===== src/core/spi_pin_map.svh =====
// Register offsets, field positions, reset values and timing counts of the serial port
`ifndef SPI_PIN_MAP_SVH
`define SPI_PIN_MAP_SVH

// ----------------------------------------------------------------------------
// Register byte offsets
// ----------------------------------------------------------------------------
`define OFS_CTRL        8'h00
`define OFS_DATA        8'h04
`define OFS_STATUS      8'h08
`define OFS_IRQ_EN      8'h0c
`define OFS_IRQ_CLR     8'h10

// ----------------------------------------------------------------------------
// Control register fields
// ----------------------------------------------------------------------------
`define CTRL_MODULE_EN  0
`define CTRL_MASTER_EN  1
`define CTRL_SEL_LO     2
`define CTRL_SEL_HI     3
`define CTRL_RESET      32'h0000_0004

// ----------------------------------------------------------------------------
// Status fields: sticky events in [3:0], live state above
// ----------------------------------------------------------------------------
`define ST_DONE         0
`define ST_WCOL         1
`define ST_MODE_FAULT_FLAG         2
`define ST_RXOVRN       3
`define ST_TXFULL       4
`define ST_RXFULL       5
`define ST_BUSY         6
`define EVT_W           4

// ----------------------------------------------------------------------------
// Timing
// ----------------------------------------------------------------------------
`define MCLK_NS         40
`define SCK_PERIOD_NS   320
`define SCK_HALF_CYC    ((`SCK_PERIOD_NS / `MCLK_NS) / 2)
`define BYTE_BITS       8

`endif


===== src/core/spi_pin_pkg.sv =====
// Types shared by the serial port design files
package spi_pin_pkg;

    typedef enum logic [1:0] {
        SEL_3WIRE   = 2'b00,
        SEL_4W_IN   = 2'b01,
        SEL_OUT_LO  = 2'b10,
        SEL_OUT_HI  = 2'b11
    } select_mode_type;

    // Gray order along idle -> shift -> done
    typedef enum logic [1:0] {
        ENG_IDLE  = 2'b00,
        ENG_SHIFT = 2'b01,
        ENG_DONE  = 2'b11
    } engine_state_type;

endpackage : spi_pin_pkg


===== src/core/pin_sample_if.sv =====
// Synchronised pin levels and edges passed from the sampler to the port core
`timescale 1ns/1ps
interface pin_sample_if;
    logic sck_lvl;
    logic sck_rise;
    logic nss_lvl;
    logic nss_fall;
    logic mosi_lvl;
    logic miso_lvl;

    modport producer (output sck_lvl, sck_rise, nss_lvl, nss_fall, mosi_lvl, miso_lvl);
    modport consumer (input  sck_lvl, sck_rise, nss_lvl, nss_fall, mosi_lvl, miso_lvl);
endinterface : pin_sample_if


===== src/core/pin_sampler.sv =====
// Two-flop synchronisers and edge detection for the serial port input pins
`timescale 1ns/1ps
module pin_sampler (
    // Clock and reset
    input  wire logic  mclk_i,
    input  wire logic  rstn_i,
    // Raw pins
    input  wire logic  sck_i,
    input  wire logic  nss_i,
    input  wire logic  mosi_i,
    input  wire logic  miso_i,
    // Sampled view
    pin_sample_if.producer smp
);
    logic [3:0] meta_q;
    logic [3:0] sync_q;
    logic       sck_prev_q;
    logic       nss_prev_q;

    // ------------------------------------------------------------------------
    // Synchronisers; the first stage feeds nothing but the second
    // ------------------------------------------------------------------------
    always_ff @(posedge mclk_i or negedge rstn_i) begin
        if (!rstn_i) begin
            meta_q <= 4'hf;
            sync_q <= 4'hf;
        end else begin
            meta_q <= {miso_i, mosi_i, nss_i, sck_i};
            sync_q <= meta_q;
        end
    end

    // ------------------------------------------------------------------------
    // Edge history
    // ------------------------------------------------------------------------
    always_ff @(posedge mclk_i or negedge rstn_i) begin
        if (!rstn_i) begin
            // Matches the synchroniser reset level so no false edge follows reset
            sck_prev_q <= 1'b1;
            nss_prev_q <= 1'b1;
        end else begin
            sck_prev_q <= sync_q[0];
            nss_prev_q <= sync_q[1];
        end
    end

    assign smp.sck_lvl  = sync_q[0];
    assign smp.sck_rise = sync_q[0] & ~sck_prev_q;
    assign smp.nss_lvl  = sync_q[1];
    assign smp.nss_fall = ~sync_q[1] & nss_prev_q;
    assign smp.mosi_lvl = sync_q[2];
    assign smp.miso_lvl = sync_q[3];
endmodule : pin_sampler


===== src/core/serial_port.sv =====
// Serial port core: pin direction, select modes, shift engine and AHB-Lite registers
`timescale 1ns/1ps
`include "spi_pin_map.svh"

// Overview of operation
// - As master the port drives the master-out line from the shift register MSB, MSB first.
// - The master-in line is an input as master and an output carrying slave data as slave.
// - The master-in line floats when the port is disabled or is an unselected 4-wire slave.
// - As a 3-wire slave the master-in line is always driven from the shift register MSB.
// - The serial clock is generated and driven only as master and is an input as slave.
// - A 4-wire slave ignores every serial clock edge while its select input is high.
// - Mode 00 is 3-wire with the select pin unused and a slave permanently selected.
// - Mode 01 is 4-wire with the select pin an input that selects a slave when low.
// - A master in mode 01 gives up its master function on a falling select input.
// - Mode 1x drives the select pin as an output at the level of the lower mode bit.
// - The select signal is routed to a pin in every mode except 3-wire.
// - A select-caused master disable clears master and module enables and flags a fault.
// - A slave counts clock edges and after eight bits flags done and stores the byte unless the receive buffer is still full.
// - A master data write loads the transmit buffer, moving to an empty shifter at once.
module serial_port
    import spi_pin_pkg::*;
#(
    parameter int SCK_HALF = `SCK_HALF_CYC,
    parameter int DATA_W   = `BYTE_BITS
) (
    // Clock and reset
    input  wire logic                 mclk_i,
    input  wire logic                 rstn_i,
    // AHB-Lite slave
    input  wire logic                 hsel_i,
    input  wire logic [31:0]          haddr_i,
    input  wire logic [1:0]           htrans_i,
    input  wire logic                 hwrite_i,
    input  wire logic [2:0]           hsize_i,
    input  wire logic [31:0]          hwdata_i,
    input  wire logic                 hready_i,
    output logic                      hreadyout_o,
    output logic [31:0]               hrdata_o,
    output logic                      hresp_o,
    // Serial pins
    input  wire logic                 sck_i,
    output logic                      sck_o,
    output logic                      sck_oe_o,
    input  wire logic                 mosi_i,
    output logic                      mosi_o,
    output logic                      mosi_oe_o,
    input  wire logic                 miso_i,
    output logic                      miso_o,
    output logic                      miso_oe_o,
    input  wire logic                 nss_i,
    output logic                      nss_o,
    output logic                      nss_oe_o,
    output logic                      nss_mapped_o,
    // Interrupt
    output logic                      irq_o
);
    import spi_pin_pkg::*;

    // ------------------------------------------------------------------------
    // Elaboration checks
    // ------------------------------------------------------------------------
    if (SCK_HALF < 1 || SCK_HALF > 255) begin : g_bad_half
        $error("SCK_HALF out of range");
    end
    if (DATA_W < 2 || DATA_W > 32) begin : g_bad_width
        $error("DATA_W out of range");
    end

    localparam logic [7:0] HALF_CNT = 8'(SCK_HALF);
    localparam logic [5:0] BITS     = 6'(DATA_W);

    function automatic logic is_sel_in(input select_mode_type m);
        return (m == SEL_4W_IN);
    endfunction : is_sel_in

    // ------------------------------------------------------------------------
    // Pin sampling
    // ------------------------------------------------------------------------
    pin_sample_if smp ();

    pin_sampler u_sampler (
        .mclk_i (mclk_i),
        .rstn_i (rstn_i),
        .sck_i  (sck_i),
        .nss_i  (nss_i),
        .mosi_i (mosi_i),
        .miso_i (miso_i),
        .smp    (smp.producer)
    );

    // ------------------------------------------------------------------------
    // State
    // ------------------------------------------------------------------------
    select_mode_type       sel_mode_q;
    logic                  module_en_q;
    logic                  master_en_q;
    logic [`EVT_W-1:0]     status_q;
    logic [`EVT_W-1:0]     irq_en_q;
    logic [DATA_W-1:0]     txbuf_q;
    logic                  txfull_q;
    logic [DATA_W-1:0]     rxbuf_q;
    logic                  rxfull_q;
    logic [DATA_W-1:0]     shreg_q;
    logic [5:0]            bitcnt_q;
    logic [7:0]            div_q;
    logic                  sck_q;
    engine_state_type      state_q;
    logic                  dph_q;
    logic                  dph_wr_q;
    logic [7:0]            dph_addr_q;

    logic                  addr_ok;
    logic                  wr_ctrl;
    logic                  wr_data;
    logic                  wr_en;
    logic                  wr_clr;
    logic                  rd_data;
    logic                  is_master;
    logic                  selected;
    logic                  mode_fault;
    logic                  slave_edge;
    logic                  done_evt;
    logic                  wcol_evt;
    logic                  ovr_evt;
    logic                  master_tick;

    // ------------------------------------------------------------------------
    // AHB-Lite decode: zero wait states, always OKAY
    // ------------------------------------------------------------------------
    assign addr_ok = hsel_i & htrans_i[1] & hready_i;
    assign wr_ctrl = dph_q & dph_wr_q & (dph_addr_q == `OFS_CTRL);
    assign wr_data = dph_q & dph_wr_q & (dph_addr_q == `OFS_DATA);
    assign wr_en   = dph_q & dph_wr_q & (dph_addr_q == `OFS_IRQ_EN);
    assign wr_clr  = dph_q & dph_wr_q & (dph_addr_q == `OFS_IRQ_CLR);
    assign rd_data = addr_ok & ~hwrite_i & (haddr_i[7:0] == `OFS_DATA);
    assign hreadyout_o = 1'b1;
    assign hresp_o     = 1'b0;

    always_ff @(posedge mclk_i or negedge rstn_i) begin
        if (!rstn_i) begin
            dph_q      <= 1'b0;
            dph_wr_q   <= 1'b0;
            dph_addr_q <= 8'h00;
        end else begin
            dph_q      <= addr_ok;
            dph_wr_q   <= hwrite_i;
            dph_addr_q <= haddr_i[7:0];
        end
    end

    // Read data is latched in the address phase so it stands through the data phase
    always_ff @(posedge mclk_i or negedge rstn_i) begin
        if (!rstn_i) begin
            hrdata_o <= 32'h0000_0000;
        end else if (addr_ok && !hwrite_i) begin
            case (haddr_i[7:0])
                `OFS_CTRL:   hrdata_o <= {28'h0000_000, sel_mode_q, master_en_q, module_en_q};
                `OFS_DATA:   hrdata_o <= 32'(rxbuf_q);
                `OFS_STATUS: hrdata_o <= {25'h0000_000, (state_q != ENG_IDLE), rxfull_q,
                                          txfull_q, status_q};
                `OFS_IRQ_EN: hrdata_o <= {28'h0000_000, irq_en_q};
                default:     hrdata_o <= 32'h0000_0000;
            endcase
        end
    end

    // ------------------------------------------------------------------------
    // Role and selection
    // ------------------------------------------------------------------------
    assign is_master  = module_en_q & master_en_q;
    // Mode 00 slave is always selected; 1x as slave is unsupported and treated alike
    assign selected   = is_sel_in(sel_mode_q) ? ~smp.nss_lvl : 1'b1;
    assign mode_fault = is_master & is_sel_in(sel_mode_q) & smp.nss_fall;
    assign slave_edge = module_en_q & ~master_en_q & selected & smp.sck_rise;

    // ------------------------------------------------------------------------
    // Control register
    // ------------------------------------------------------------------------
    always_ff @(posedge mclk_i or negedge rstn_i) begin
        if (!rstn_i) begin
            sel_mode_q  <= select_mode_type'(2'(`CTRL_RESET >> `CTRL_SEL_LO));
            module_en_q <= 1'b0;
            master_en_q <= 1'b0;
        end else begin
            if (wr_ctrl) begin
                sel_mode_q  <= select_mode_type'(hwdata_i[`CTRL_SEL_HI:`CTRL_SEL_LO]);
                module_en_q <= hwdata_i[`CTRL_MODULE_EN];
                master_en_q <= hwdata_i[`CTRL_MASTER_EN];
            end
            // The fault wins over a same-cycle write so the bus is really released
            if (mode_fault) begin
                module_en_q <= 1'b0;
                master_en_q <= 1'b0;
            end
        end
    end

    // ------------------------------------------------------------------------
    // Shift engine
    // ------------------------------------------------------------------------
    assign master_tick = (div_q == HALF_CNT - 8'h01);
    assign wcol_evt    = wr_data & txfull_q;
    assign done_evt    = (state_q == ENG_DONE) |
                         (slave_edge & (bitcnt_q == BITS - 6'h01));
    assign ovr_evt     = done_evt & ~master_en_q & rxfull_q;

    always_ff @(posedge mclk_i or negedge rstn_i) begin
        if (!rstn_i) begin
            txbuf_q  <= '0;
            txfull_q <= 1'b0;
            shreg_q  <= '0;
            bitcnt_q <= 6'h00;
            div_q    <= 8'h00;
            sck_q    <= 1'b0;
            state_q  <= ENG_IDLE;
        end else begin
            if (wr_data && !txfull_q) begin
                txbuf_q  <= hwdata_i[DATA_W-1:0];
                txfull_q <= 1'b1;
            end
            if (!module_en_q || mode_fault) begin
                // Disabling is the only way to realign the 3-wire slave bit count
                bitcnt_q <= 6'h00;
                div_q    <= 8'h00;
                sck_q    <= 1'b0;
                state_q  <= ENG_IDLE;
            end else if (master_en_q) begin
                case (state_q)
                    ENG_IDLE: begin
                        if (txfull_q) begin
                            shreg_q  <= txbuf_q;
                            txfull_q <= 1'b0;
                            bitcnt_q <= 6'h00;
                            div_q    <= 8'h00;
                            state_q  <= ENG_SHIFT;
                        end
                    end
                    ENG_SHIFT: begin
                        div_q <= master_tick ? 8'h00 : div_q + 8'h01;
                        if (master_tick) begin
                            sck_q <= ~sck_q;
                            if (!sck_q) begin
                                shreg_q  <= {shreg_q[DATA_W-2:0], smp.miso_lvl};
                                bitcnt_q <= bitcnt_q + 6'h01;
                            end else if (bitcnt_q == BITS) begin
                                state_q <= ENG_DONE;
                            end
                        end
                    end
                    ENG_DONE: begin
                        state_q <= ENG_IDLE;
                    end
                    default: begin
                        state_q <= ENG_IDLE;
                    end
                endcase
            end else begin
                sck_q <= 1'b0;
                if (is_sel_in(sel_mode_q) && smp.nss_fall) begin
                    bitcnt_q <= 6'h00;
                end else if (slave_edge) begin
                    shreg_q  <= {shreg_q[DATA_W-2:0], smp.mosi_lvl};
                    bitcnt_q <= (bitcnt_q == BITS - 6'h01) ? 6'h00 : bitcnt_q + 6'h01;
                    state_q  <= (bitcnt_q == BITS - 6'h01) ? ENG_IDLE : ENG_SHIFT;
                end else if (state_q == ENG_IDLE && bitcnt_q == 6'h00 && txfull_q) begin
                    // Preload waits for a byte boundary so a running byte is not cut
                    shreg_q  <= txbuf_q;
                    txfull_q <= 1'b0;
                    state_q  <= ENG_SHIFT;
                end
            end
        end
    end

    // ------------------------------------------------------------------------
    // Receive buffer
    // ------------------------------------------------------------------------
    always_ff @(posedge mclk_i or negedge rstn_i) begin
        if (!rstn_i) begin
            rxbuf_q  <= '0;
            rxfull_q <= 1'b0;
        end else if (done_evt && !ovr_evt) begin
            // Slave completes on the last edge, so the new bit joins here
            rxbuf_q  <= master_en_q ? shreg_q : {shreg_q[DATA_W-2:0], smp.mosi_lvl};
            rxfull_q <= 1'b1;
        end else if (rd_data) begin
            rxfull_q <= 1'b0;
        end
    end

    // ------------------------------------------------------------------------
    // Interrupt status: set wins over a same-cycle clear
    // ------------------------------------------------------------------------
    always_ff @(posedge mclk_i or negedge rstn_i) begin
        if (!rstn_i) begin
            status_q <= '0;
            irq_en_q <= '0;
        end else begin
            if (wr_en) begin
                irq_en_q <= hwdata_i[`EVT_W-1:0];
            end
            status_q <= (status_q & ~(wr_clr ? hwdata_i[`EVT_W-1:0] : '0))
                      | {ovr_evt, mode_fault, wcol_evt, done_evt};
        end
    end

    assign irq_o = |(status_q & irq_en_q);

    // ------------------------------------------------------------------------
    // Pin drivers
    // ------------------------------------------------------------------------
    assign sck_o        = sck_q;
    assign sck_oe_o     = is_master;
    assign mosi_o       = shreg_q[DATA_W-1];
    assign mosi_oe_o    = is_master;
    assign miso_o       = shreg_q[DATA_W-1];
    assign miso_oe_o    = module_en_q & ~master_en_q & selected;
    assign nss_o        = sel_mode_q[0];
    assign nss_oe_o     = sel_mode_q[1];
    assign nss_mapped_o = (sel_mode_q != SEL_3WIRE);
endmodule : serial_port


===== config.mk =====
export PLATFORM = sky130hd
export DESIGN_NAME = serial_port
export DESIGN_NICKNAME = d
export VERILOG_FILES = /design/src/core/spi_pin_pkg.sv /design/src/core/pin_sample_if.sv /design/src/core/pin_sampler.sv /design/src/core/serial_port.sv
export VERILOG_INCLUDE_DIRS = /design/src /design/src/core
export SDC_FILE = /design/constraint.sdc
export NUM_CORES = 1
export LEC_CHECK = 0
export BUFFER_PORTS_ARGS = -buffer_cell sky130_fd_sc_hd__buf_2
export CAP_MARGIN = 25
export CORE_MARGIN = 5
export CORE_UTILIZATION = 52
export CTS_CLUSTER_DIAMETER = 60
export CTS_CLUSTER_SIZE = 14
export DETAILED_ROUTE_END_ITERATION = 10
export GPL_TIMING_DRIVEN = 0
export PLACE_DENSITY = 0.79
export SLEW_MARGIN = 30
export SYNTH_ARGS = -nofsm -noshare
export SYNTH_HDL_FRONTEND = slang
export SYNTH_SLANG_ARGS = --single-unit

===== constraint.sdc =====
create_clock -name mclk_i -period 3.1 [get_ports mclk_i]
set_input_delay 0.62 -clock mclk_i [delete_from_list [all_inputs] [get_ports mclk_i]]
set_output_delay 0.62 -clock mclk_i [all_outputs]
set_load 0.005 [all_outputs]

==> metrics.cfg, run 1 <==
[pwr]
power_switching_uw=723
p_int_uw=1810
ir_worst_vdd_v=0.000377
pwr-share-comb_pct=16.0
p_clk_share_pct=32.1
switching_share_pct=28.5
leakagePower_uw=0.00231
powerDensity_mw_per_mm2=532
sequentialPowerShare_pct=51.9

[logic_synthesis]
synth_cells=367
synth_top_cell_by_area=dfrtp_1
synth_fa_ha_area_share_pct=0.920
synth_compound_area_share_pct=9.72
yosys_warnings=0
synth_top_family_by_area=simple AND/OR/NAND/NOR gates
synth_edf_count=0
ys_top_cells_by_area=dfrtp_1 (44%), mux2_2 (8.6%), dfstp_2 (7.1%)
ys.flop_type=dfrtp_1
synth_xor_area_share_pct=1.50
synth.avg_cell_area_sq_um=11.1
synth.top_cell.area_share_pct=44.2
synth.distinct_cells=53
synth_mux_area_share_pct=13.5
ys_seq_area_share_pct=51.2
yosys.area_share.simple_pct=16.3
ys_async_sr_fraction_pct=100
syn_area_sq_mm=0.00408
ys_ff_latch=83

[global_routing]
grt_overflow=0
antenna_found_initial=0
grt_pass1_wl_mm=14.8
grtUsageTotal_pct=18.8
grt_pass1_vias=2989
grt_max_degree=65

[cells_and_area]
drive_above_1_share_pct=31.5
area_delta_synth_final_pct=16.8
n_antenna_cell=0
fin_nets=527
multi_input_area_sq_mm=0.00182
ff_latch_area_sq_mm=0.00209
fillCellCount=643

[floorplan]
dieArea_sq_mm=0.00972
ios=122
start_util_pct=53.1
fp.dieH_um=98.6
rows=32
core_area_sq_mm=0.00769
chipWidth_um=98.6

[critical_path]
worst_path_dominant_cell_family=simple AND/OR/NAND/NOR gates
crit_required_ps=3340
path_max_fanout=8
worst-r2r-setup-slack_ps=340
max_stage_delay_ps=480
startpoint_type=flop
cp_cell_sequence=ha_1, or4b_1, o41a_1, nor4b_1, nand2_1, mux2_2
path_class=reg2reg
arrival_ps=3000
end_kind=flop
crit_slowest_cell=or4b_1
path_buf_inv=0

[timing]
skew_ps=9.18
tightest_slew_ps=843
fin_crit_ps=2760
slew_violations=0
maxSlewHeadroom_pct=43.3
timing.final.crit_share_pct=89.1
tns_ps=0
holdWs_ps=98.8
rsz0062_at_grt=false
fmax_mhz=362
finalSetupViolCount=0
hold_viol_final=0

[run]
maxCapViolations=0

[cts]
clockRootBuffer=clkbuf_8
clock-sinks=83
cts_resized=0
clockBufferDepth=2
clkLatencyLatePin_ps=350
htree_levels=3
cts.clk_slew.worst_paths_ps=90
numCtsBuffers=9
cts_tree=done
cts_hold_buf=0
post-cts-setup-buffer-count=0

[detailed_routing]
num_vias=2981
drt-initial-drc-count=194
avgRoutedWirePerCell_um=15.6
via_per_inst=5.39
drc=0
wirelength_mm=8.63
antenna_left=0
first_pass_iters=4

[placed_design]
dpl.hpwl_mm=6.37
io_buffers=43
routabilityCongestion=0.872

[min_path]
hp-class=in2async

[run_status]
status=finished, final reports clean

-- kinds of logic after synthesis --
logic type      Yosys count
flops                    83
xor+xnor                  7
fa+ha+maj                 3
compound gates           60
simple gates            122
buf+inv                  44
mux                      46
other cells               2
-- stage by stage --
stage	cell area, sq um	instances	utilization (%)	setup WS, ps	power [uW]
detailed placement	4550	537	59.1	251	1740
global route	4760	553	62.0	98.0	2680
finish	4760	553	62.0	338	2540
global placement	4510	536	58.7	362	1710
floorplan	4170	391	-	688	1600
CTS	4750	553	61.8	231	2550
-- Yosys cell counts, drive strengths merged, types with 7 or more instances --
cell type and n:
a21oi 15, buf 32, dfstp 11, dfrtp 72
mux2 31, mux2i 11, nand2 34, clkbuf 7
o21ai 16, nand3 11, xor2 7, nor2 24
-- cell type report --
class                      instances  area share, %
inverter                           5          0.394
buffer                            39           5.36
sequential                        83           43.9
multi-input combinational        264           38.1
clock buffer                      10           2.89
tap                              102           2.68
clock inverter                     6           1.44
timing repair buffer              44           5.23
-- power groups by stage --
stage,clock network (uW),logic [uW],registers (uW)
global placement,0,381,1330
CTS,833,407,1310
detailed placement,0,406,1330
global route,877,470,1340
floorplan,0,296,1300
finish,814,407,1320
-- cell usage in the layout, fill, tap and decap left out, drive strengths merged, types with 11 or more instances in the layout --
cell    instances
mux2i          11
dfrtp          72
nor2           24
clkbuf         17
buf            76
mux2           31
conb           26
o21ai          16
dfstp          11
a21oi          15
nand2          34
nand3          11
-- final timing paths --
kind	startpoint	depth (start not counted)	to
hold / removal	rstn_i	1	div_q[4]
max in group asynchronous	rstn_i	2	sel_mode_q[0]
setup reg to reg	div_q[0]	6	shreg_q[3]
min in group mclk_i	u_sampler.meta_q[1]	0	u_sampler.sync_q[1]
setup / recovery	div_q[0]	6	shreg_q[3]
hold reg to reg	u_sampler.meta_q[1]	0	u_sampler.sync_q[1]
-- state kept, by name (all words and copies together), names as in the netlist, 2 cells and up --
signal,count
sel_mode_q,2
shreg_q,8
rxbuf_q,8
u_sampler.meta_q,4
hrdata_o,8
dph_addr_q,8
txbuf_q,8
status_q,4
div_q,8
u_sampler.sync_q,4
state_q,2
irq_en_q,4
bitcnt_q,6
-- per-layer routing --
| metal | up-vias | wire [um] | global-route usage, % |
|---|---|---|---|
| li1 | 1429 | - | - |
| met2 | 84 | 4160 | 30.2 |
| met3 | 12 | 515 | 4.39 |
| met5 | - | 0 | 0 |
| met4 | 0 | 114 | 4.83 |
| met1 | 1456 | 3840 | 25.9 |
No activity file was read; power rests on OpenSTA's default activity.
==> run 2: changes to the inputs <==
--- a/config.mk
+++ b/config.mk
@@ -15,6 +15,7 @@
 export DETAILED_ROUTE_END_ITERATION = 10
 export GPL_TIMING_DRIVEN = 0
 export PLACE_DENSITY = 0.79
+export SKIP_LAST_GASP = 1
 export SLEW_MARGIN = 30
 export SYNTH_ARGS = -nofsm -noshare
 export SYNTH_HDL_FRONTEND = slang
==> constraint.sdc (replaced) <==
create_clock -name mclk_i -period 3.1 [get_ports mclk_i]
set_input_delay 0.155 -clock mclk_i [delete_from_list [all_inputs] [get_ports mclk_i]]
set_output_delay 0.155 -clock mclk_i [all_outputs]
set_load 0.005 [all_outputs]
==> run 2 against run 1 <==
- clock skew fell by 0.60 ps
- cell area rose by 2.5%
- setup slack got worse by 36 ps
- count of clock-buffer cells in the layout did not move
- die area did not move
- total power rose by 0.41%
- first-iteration DRC count rose by 4.6%
- via count rose by 2.0%
- global-route usage rose by 0.28 points
- critical path type unchanged
- highest routed layer unchanged
==> metrics.cfg, run 2 (same netlist as run 1, synthesis figures left out) <==
[critical_path]
crit_required_ps=3340
path_max_fanout=9
path_buf_inv=1
worst-r2r-setup-slack_ps=300
startpoint_type=flop
cp_cell_sequence=or4_1, or4_1, buf_2, nor4b_4, mux2_2
path_class=reg2reg
timing.critical_path.mode_cell=or4_1
worstSetupPathDepth=5
r2r_end=txbuf_q[2]
end_kind=flop
r2r-start=dph_addr_q[0]
max_stage_delay_ps=650
worst_path_dominant_cell_family=simple AND/OR/NAND/NOR gates
rr_worst_depth=5
crit_slowest_cell=nor4b_4
arrival_ps=3030

[floorplan]
core_area_sq_mm=0.00769
fp.dieH_um=98.6
dieArea_sq_mm=0.00972
ios=122
rows=32
start_util_pct=53.1
chipWidth_um=98.6

[detailed_routing]
drc=0
avgRoutedWirePerCell_um=15.6
via_per_inst=5.38
antenna_left=0
drt-initial-drc-count=203
wirelength_mm=8.79
first_pass_iters=4
num_vias=3040

[pwr]
leakagePower_uw=0.00236
ir_worst_vdd_v=0.000376
powerDensity_mw_per_mm2=522

[min_path]
hold-path-cell-count=1
hp-class=in2reg
holdPathEnd=dph_addr_q[3]
hp-start=haddr_i[3]

[placed_design]
dpl.hpwl_mm=6.37
io_buffers=43
routabilityCongestion=0.872
dpl-instance-area_sq_mm=0.00455

[cells_and_area]
mostFrequentLayoutCell=dfrtp_1
n_antenna_cell=0
fillCellCount=630
final_cell_area_sq_mm=0.00488
area_delta_synth_final_pct=19.7
drive_above_1_share_pct=30.7
final_cell_mix=dfrtp_1 (72), buf_2 (45), nand2_1 (34)
fin_nets=539

[timing]
hold_viol_final=0
rsz0062_at_grt=false
fmax_mhz=357
skew_ps=8.59
slew_violations=0
tightest_slew_ps=835
tns_ps=0
finalSetupViolCount=0
fin_crit_ps=2800
timing.final.crit_share_pct=90.2
holdWs_ps=23.1
maxSlewHeadroom_pct=43.9

[cts]
clkLatencyLatePin_ps=350
cts.clk_slew.worst_paths_ps=90
post-cts-setup-buffer-count=0
cts_tree=done
clockBufferDepth=2
htree_levels=3
clockRootBuffer=clkbuf_8
clock-sinks=83
numCtsBuffers=9

[global_routing]
grtUsageTotal_pct=19.1
grt_pass1_wl_mm=15.0
antenna_found_initial=0
grt_max_degree=65
grt_overflow=0
grt_pass1_vias=3038

[run_status]
status=finished, final reports clean

[run]
maxCapViolations=0

[run 2: changes by cell type in the layout (fill, tap and decap cells not counted), sizes merged]
cell         change
dlygate4sd3     +12
[run 2: area by class of cell]
cell class	count	area, sq um	area share, %
sequential	83	2090	42.8
multi-input combinational	264	1820	37.2
timing repair buffer	56	369	7.56
buffer	39	255	5.23
clock buffer	10	138	2.82
tap	102	128	2.61
clock inverter	6	68.8	1.41
inverter	5	18.8	0.384
[run 2: power breakdown]
| part | switching (uW) | internal, uW |
|---|---|---|
| clock | 410 | 402 |
| combinational | 211 | 208 |
| sequential | 103 | 1210 |
[run 2: worst register-to-register path: stages, from the launching register on]
cell and delay [ps]:
dfrtp_1 370, or4_1 580, or4_1 500, buf_2 180, nor4b_4 650, mux2_2 420
[run 2: worst max-delay path by stage]
stage | startpoint | to | slack, ps
6_report | dph_addr_q[0] | txbuf_q[2] | 300
3_5_place_dp | u_sampler.sync_q[0] | bitcnt_q[0] | 250
2_1_floorplan | div_q[0] | bitcnt_q[0] | 690
5_1_grt | u_sampler.sync_q[0] | rxbuf_q[6] | 100
3_3_place_gp | u_sampler.sync_q[0] | bitcnt_q[0] | 360
4_1_cts | u_sampler.sync_q[0] | bitcnt_q[0] | 230
[run 2: what timing repair did]
item / 4_1_cts / 5_1_grt
setup endpoints to repair: 0 / 1
hold endpoints to repair: 83 / 0
resized for setup: 0 / 1
hold buffers: 12 / 0
[run 2: layer usage]
| layer | global-route usage [%] | vias to the layer above | wire [um] |
|---|---|---|---|
| met5 | 0 | - | 0 |
| met4 | 4.83 | 0 | 114 |
| met3 | 4.39 | 12 | 507 |
| met2 | 30.5 | 83 | 4260 |
| met1 | 26.5 | 1487 | 3910 |
| li1 | - | 1458 | - |
[run 2: per-stage QoR]
step,worst slack [ps],total power [uW],utilization [%],std cells
2_1_floorplan,688,1600,-,391
3_3_place_gp,362,1710,58.7,536
3_5_place_dp,251,1740,59.1,537
4_1_cts,231,2570,63.4,565
5_1_grt,98.0,2700,63.5,565
6_report,302,2550,63.5,565
==> run 3: changes to the inputs <==
--- a/config.mk
+++ b/config.mk
@@ -7,14 +7,14 @@
 export NUM_CORES = 1
 export LEC_CHECK = 0
 export BUFFER_PORTS_ARGS = -buffer_cell sky130_fd_sc_hd__buf_2
-export CAP_MARGIN = 25
+export CAP_MARGIN = 20
 export CORE_MARGIN = 5
 export CORE_UTILIZATION = 52
 export CTS_CLUSTER_DIAMETER = 60
 export CTS_CLUSTER_SIZE = 14
 export DETAILED_ROUTE_END_ITERATION = 10
 export GPL_TIMING_DRIVEN = 0
-export PLACE_DENSITY = 0.79
+export PLACE_DENSITY_LB_ADDON = 0.05
 export SKIP_LAST_GASP = 1
 export SLEW_MARGIN = 30
 export SYNTH_ARGS = -nofsm -noshare
==> run 3 against run 2 <==
- global-route usage is 0.40 points lower
- hold slack worse by 2.6 ps
- clock skew barely moved
- critical path type unchanged
- routed wire length decreased by 2.9%
- sequential power barely moved
- critical path depth increased by 1
- largest cell class unchanged
- highest routed layer unchanged
- register-to-register slack about the same
==> metrics.cfg, run 3 (same netlist as run 1, synthesis figures left out) <==
[cts]
clockRootBuffer=clkbuf_8
post-cts-setup-buffer-count=0
clockBufferDepth=2
cts.clk_slew.worst_paths_ps=90
clkLatencyLatePin_ps=350
cts_tree=done
numCtsBuffers=9
clock-sinks=83
htree_levels=3

[global_routing]
grt_overflow=0
use_met3_pct=3.75
grt_pass1_wl_mm=14.7
antenna_found_initial=0
grt_pass1_vias=2968
grt_max_degree=48
top_usage_layer=met2
grtUsageTotal_pct=18.7
grt_use_met2_pct=28.5
grt_util_met1_pct=26.9

[detailed_routing]
via_per_inst=5.40
drt-initial-drc-count=164
drc=0
wirelength_mm=8.54
num_vias=3052
avgRoutedWirePerCell_um=15.1
first_pass_iters=4
antenna_left=0

[pwr]
power_switching_uw=718
sequentialPowerShare_pct=54.2
ir_worst_vdd_v=0.000293
p_clk_share_pct=28.9
powerDensity_mw_per_mm2=501
p_int_uw=1720
switching_share_pct=29.5
leakagePower_uw=0.00234
pwr-share-comb_pct=16.9
design_power_total_uw=2440

[cells_and_area]
final_cell_mix=dfrtp_1 (72), buf_2 (45), nand2_1 (34)
fillCellCount=647
area_delta_synth_final_pct=19.1
drive_above_1_share_pct=30.7
final_cell_area_sq_mm=0.00486
post-route-util_pct=63.2
fin_nets=539
mostFrequentLayoutCell=dfrtp_1
n_antenna_cell=0

[critical_path]
cp_cell_sequence=ha_1, or4b_1, o41a_1, nor4b_1, nand2_1, mux2_2
path_max_fanout=8
arrival_ps=3050
r2r-start=div_q[0]
rr_worst_depth=6
startpoint_type=flop
crit_required_ps=3340
r2r_end=shreg_q[3]
crit_slowest_cell=or4b_1
worst-r2r-setup-slack_ps=290
path_class=reg2reg
max_stage_delay_ps=500
end_kind=flop

[timing]
maxSlewHeadroom_pct=48.0
fin_crit_ps=2810
fmax_mhz=356
skew_ps=8.34
timing.final.crit_share_pct=90.7
tns_ps=0
finalSetupViolCount=0
rsz0062_at_grt=false
tightest_slew_ps=770
hold_viol_final=0
slew_violations=0

[floorplan]
rows=32
core_area_sq_mm=0.00769
fp.dieH_um=98.6
chipWidth_um=98.6
ios=122
dieArea_sq_mm=0.00972
start_util_pct=53.1

[min_path]
hp-start=haddr_i[3]
hold-path-cell-count=1
hp-class=in2reg
holdPathEnd=dph_addr_q[3]

[run]
maxCapViolations=0

[placed_design]
dpl.hpwl_mm=6.20
io_buffers=43
routabilityCongestion=0.828
dpl-instance-area_sq_mm=0.00455

[run_status]
status=finished, final reports clean

run 3: how the worst max path moves through the flow:
stage,depth (start not counted),slack (ps),startpoint,to
after floorplan,7,690,div_q[0],bitcnt_q[0]
after global placement,6,250,u_sampler.sync_q[0],bitcnt_q[0]
after detailed placement,6,180,u_sampler.sync_q[0],bitcnt_q[0]
after CTS,6,160,u_sampler.sync_q[0],bitcnt_q[0]
after global routing,6,180,u_sampler.sync_q[0],bitcnt_q[0]
final,6,290,div_q[0],shreg_q[3]
run 3: layer usage:
metal  vias to the layer above  routed length, um
li1                       1461                  -
met1                      1470               3890
met2                       105               3920
met3                        16                608
met4                         0                127
met5                         -                  0
run 3: timing repair:
item / in CTS / in global routing
setup endpoints to repair: 0 / 1
hold buffers: 12 / 0
endpoints found under the hold margin: 47 / 0
gates resized for setup: 0 / 1
run 3: power groups by stage:
stage / Clock (uW) / Combinational [uW] / Sequential, uW
after floorplan: 0 / 296 / 1300
after global placement: 0 / 386 / 1330
after detailed placement: 0 / 400 / 1340
after CTS: 727 / 413 / 1320
after global routing: 776 / 477 / 1340
final: 704 / 411 / 1320
run 3: per-stage QoR:
| step | std cells | setup slack [ps] | hold slack (ps) |
|---|---|---|---|
| finish | 565 | 288 | 20.5 |
| global placement | 536 | 255 | 260 |
| CTS | 565 | 156 | 4.98 |
| floorplan | 391 | 688 | -141 |
| detailed placement | 537 | 184 | 74.0 |
| global route | 565 | 179 | 2.76 |
run 3: final cells by class:
class	count	area [sq um]	share of cell area [%]
plain buffers	39	255	5.25
clock inverters	7	51.3	1.06
flip-flops and latches	83	2090	43.0
clock buffers	9	124	2.55
multi-input cells	264	1820	37.5
repair buffers	56	369	7.60
inverters	5	18.8	0.386
well taps	102	128	2.63
run 3: worst max-delay path, delay by kind of cell, from the launching register on:
| kind | cells | cell delay [ps] |
|---|---|---|
| AO/OA/AOI/OAI | 1 | 400 |
| adder cells (fa/ha/maj) | 1 | 250 |
| multiplexers | 1 | 370 |
| AND/OR/NAND/NOR | 3 | 1230 |
| flip-flops | 1 | 450 |
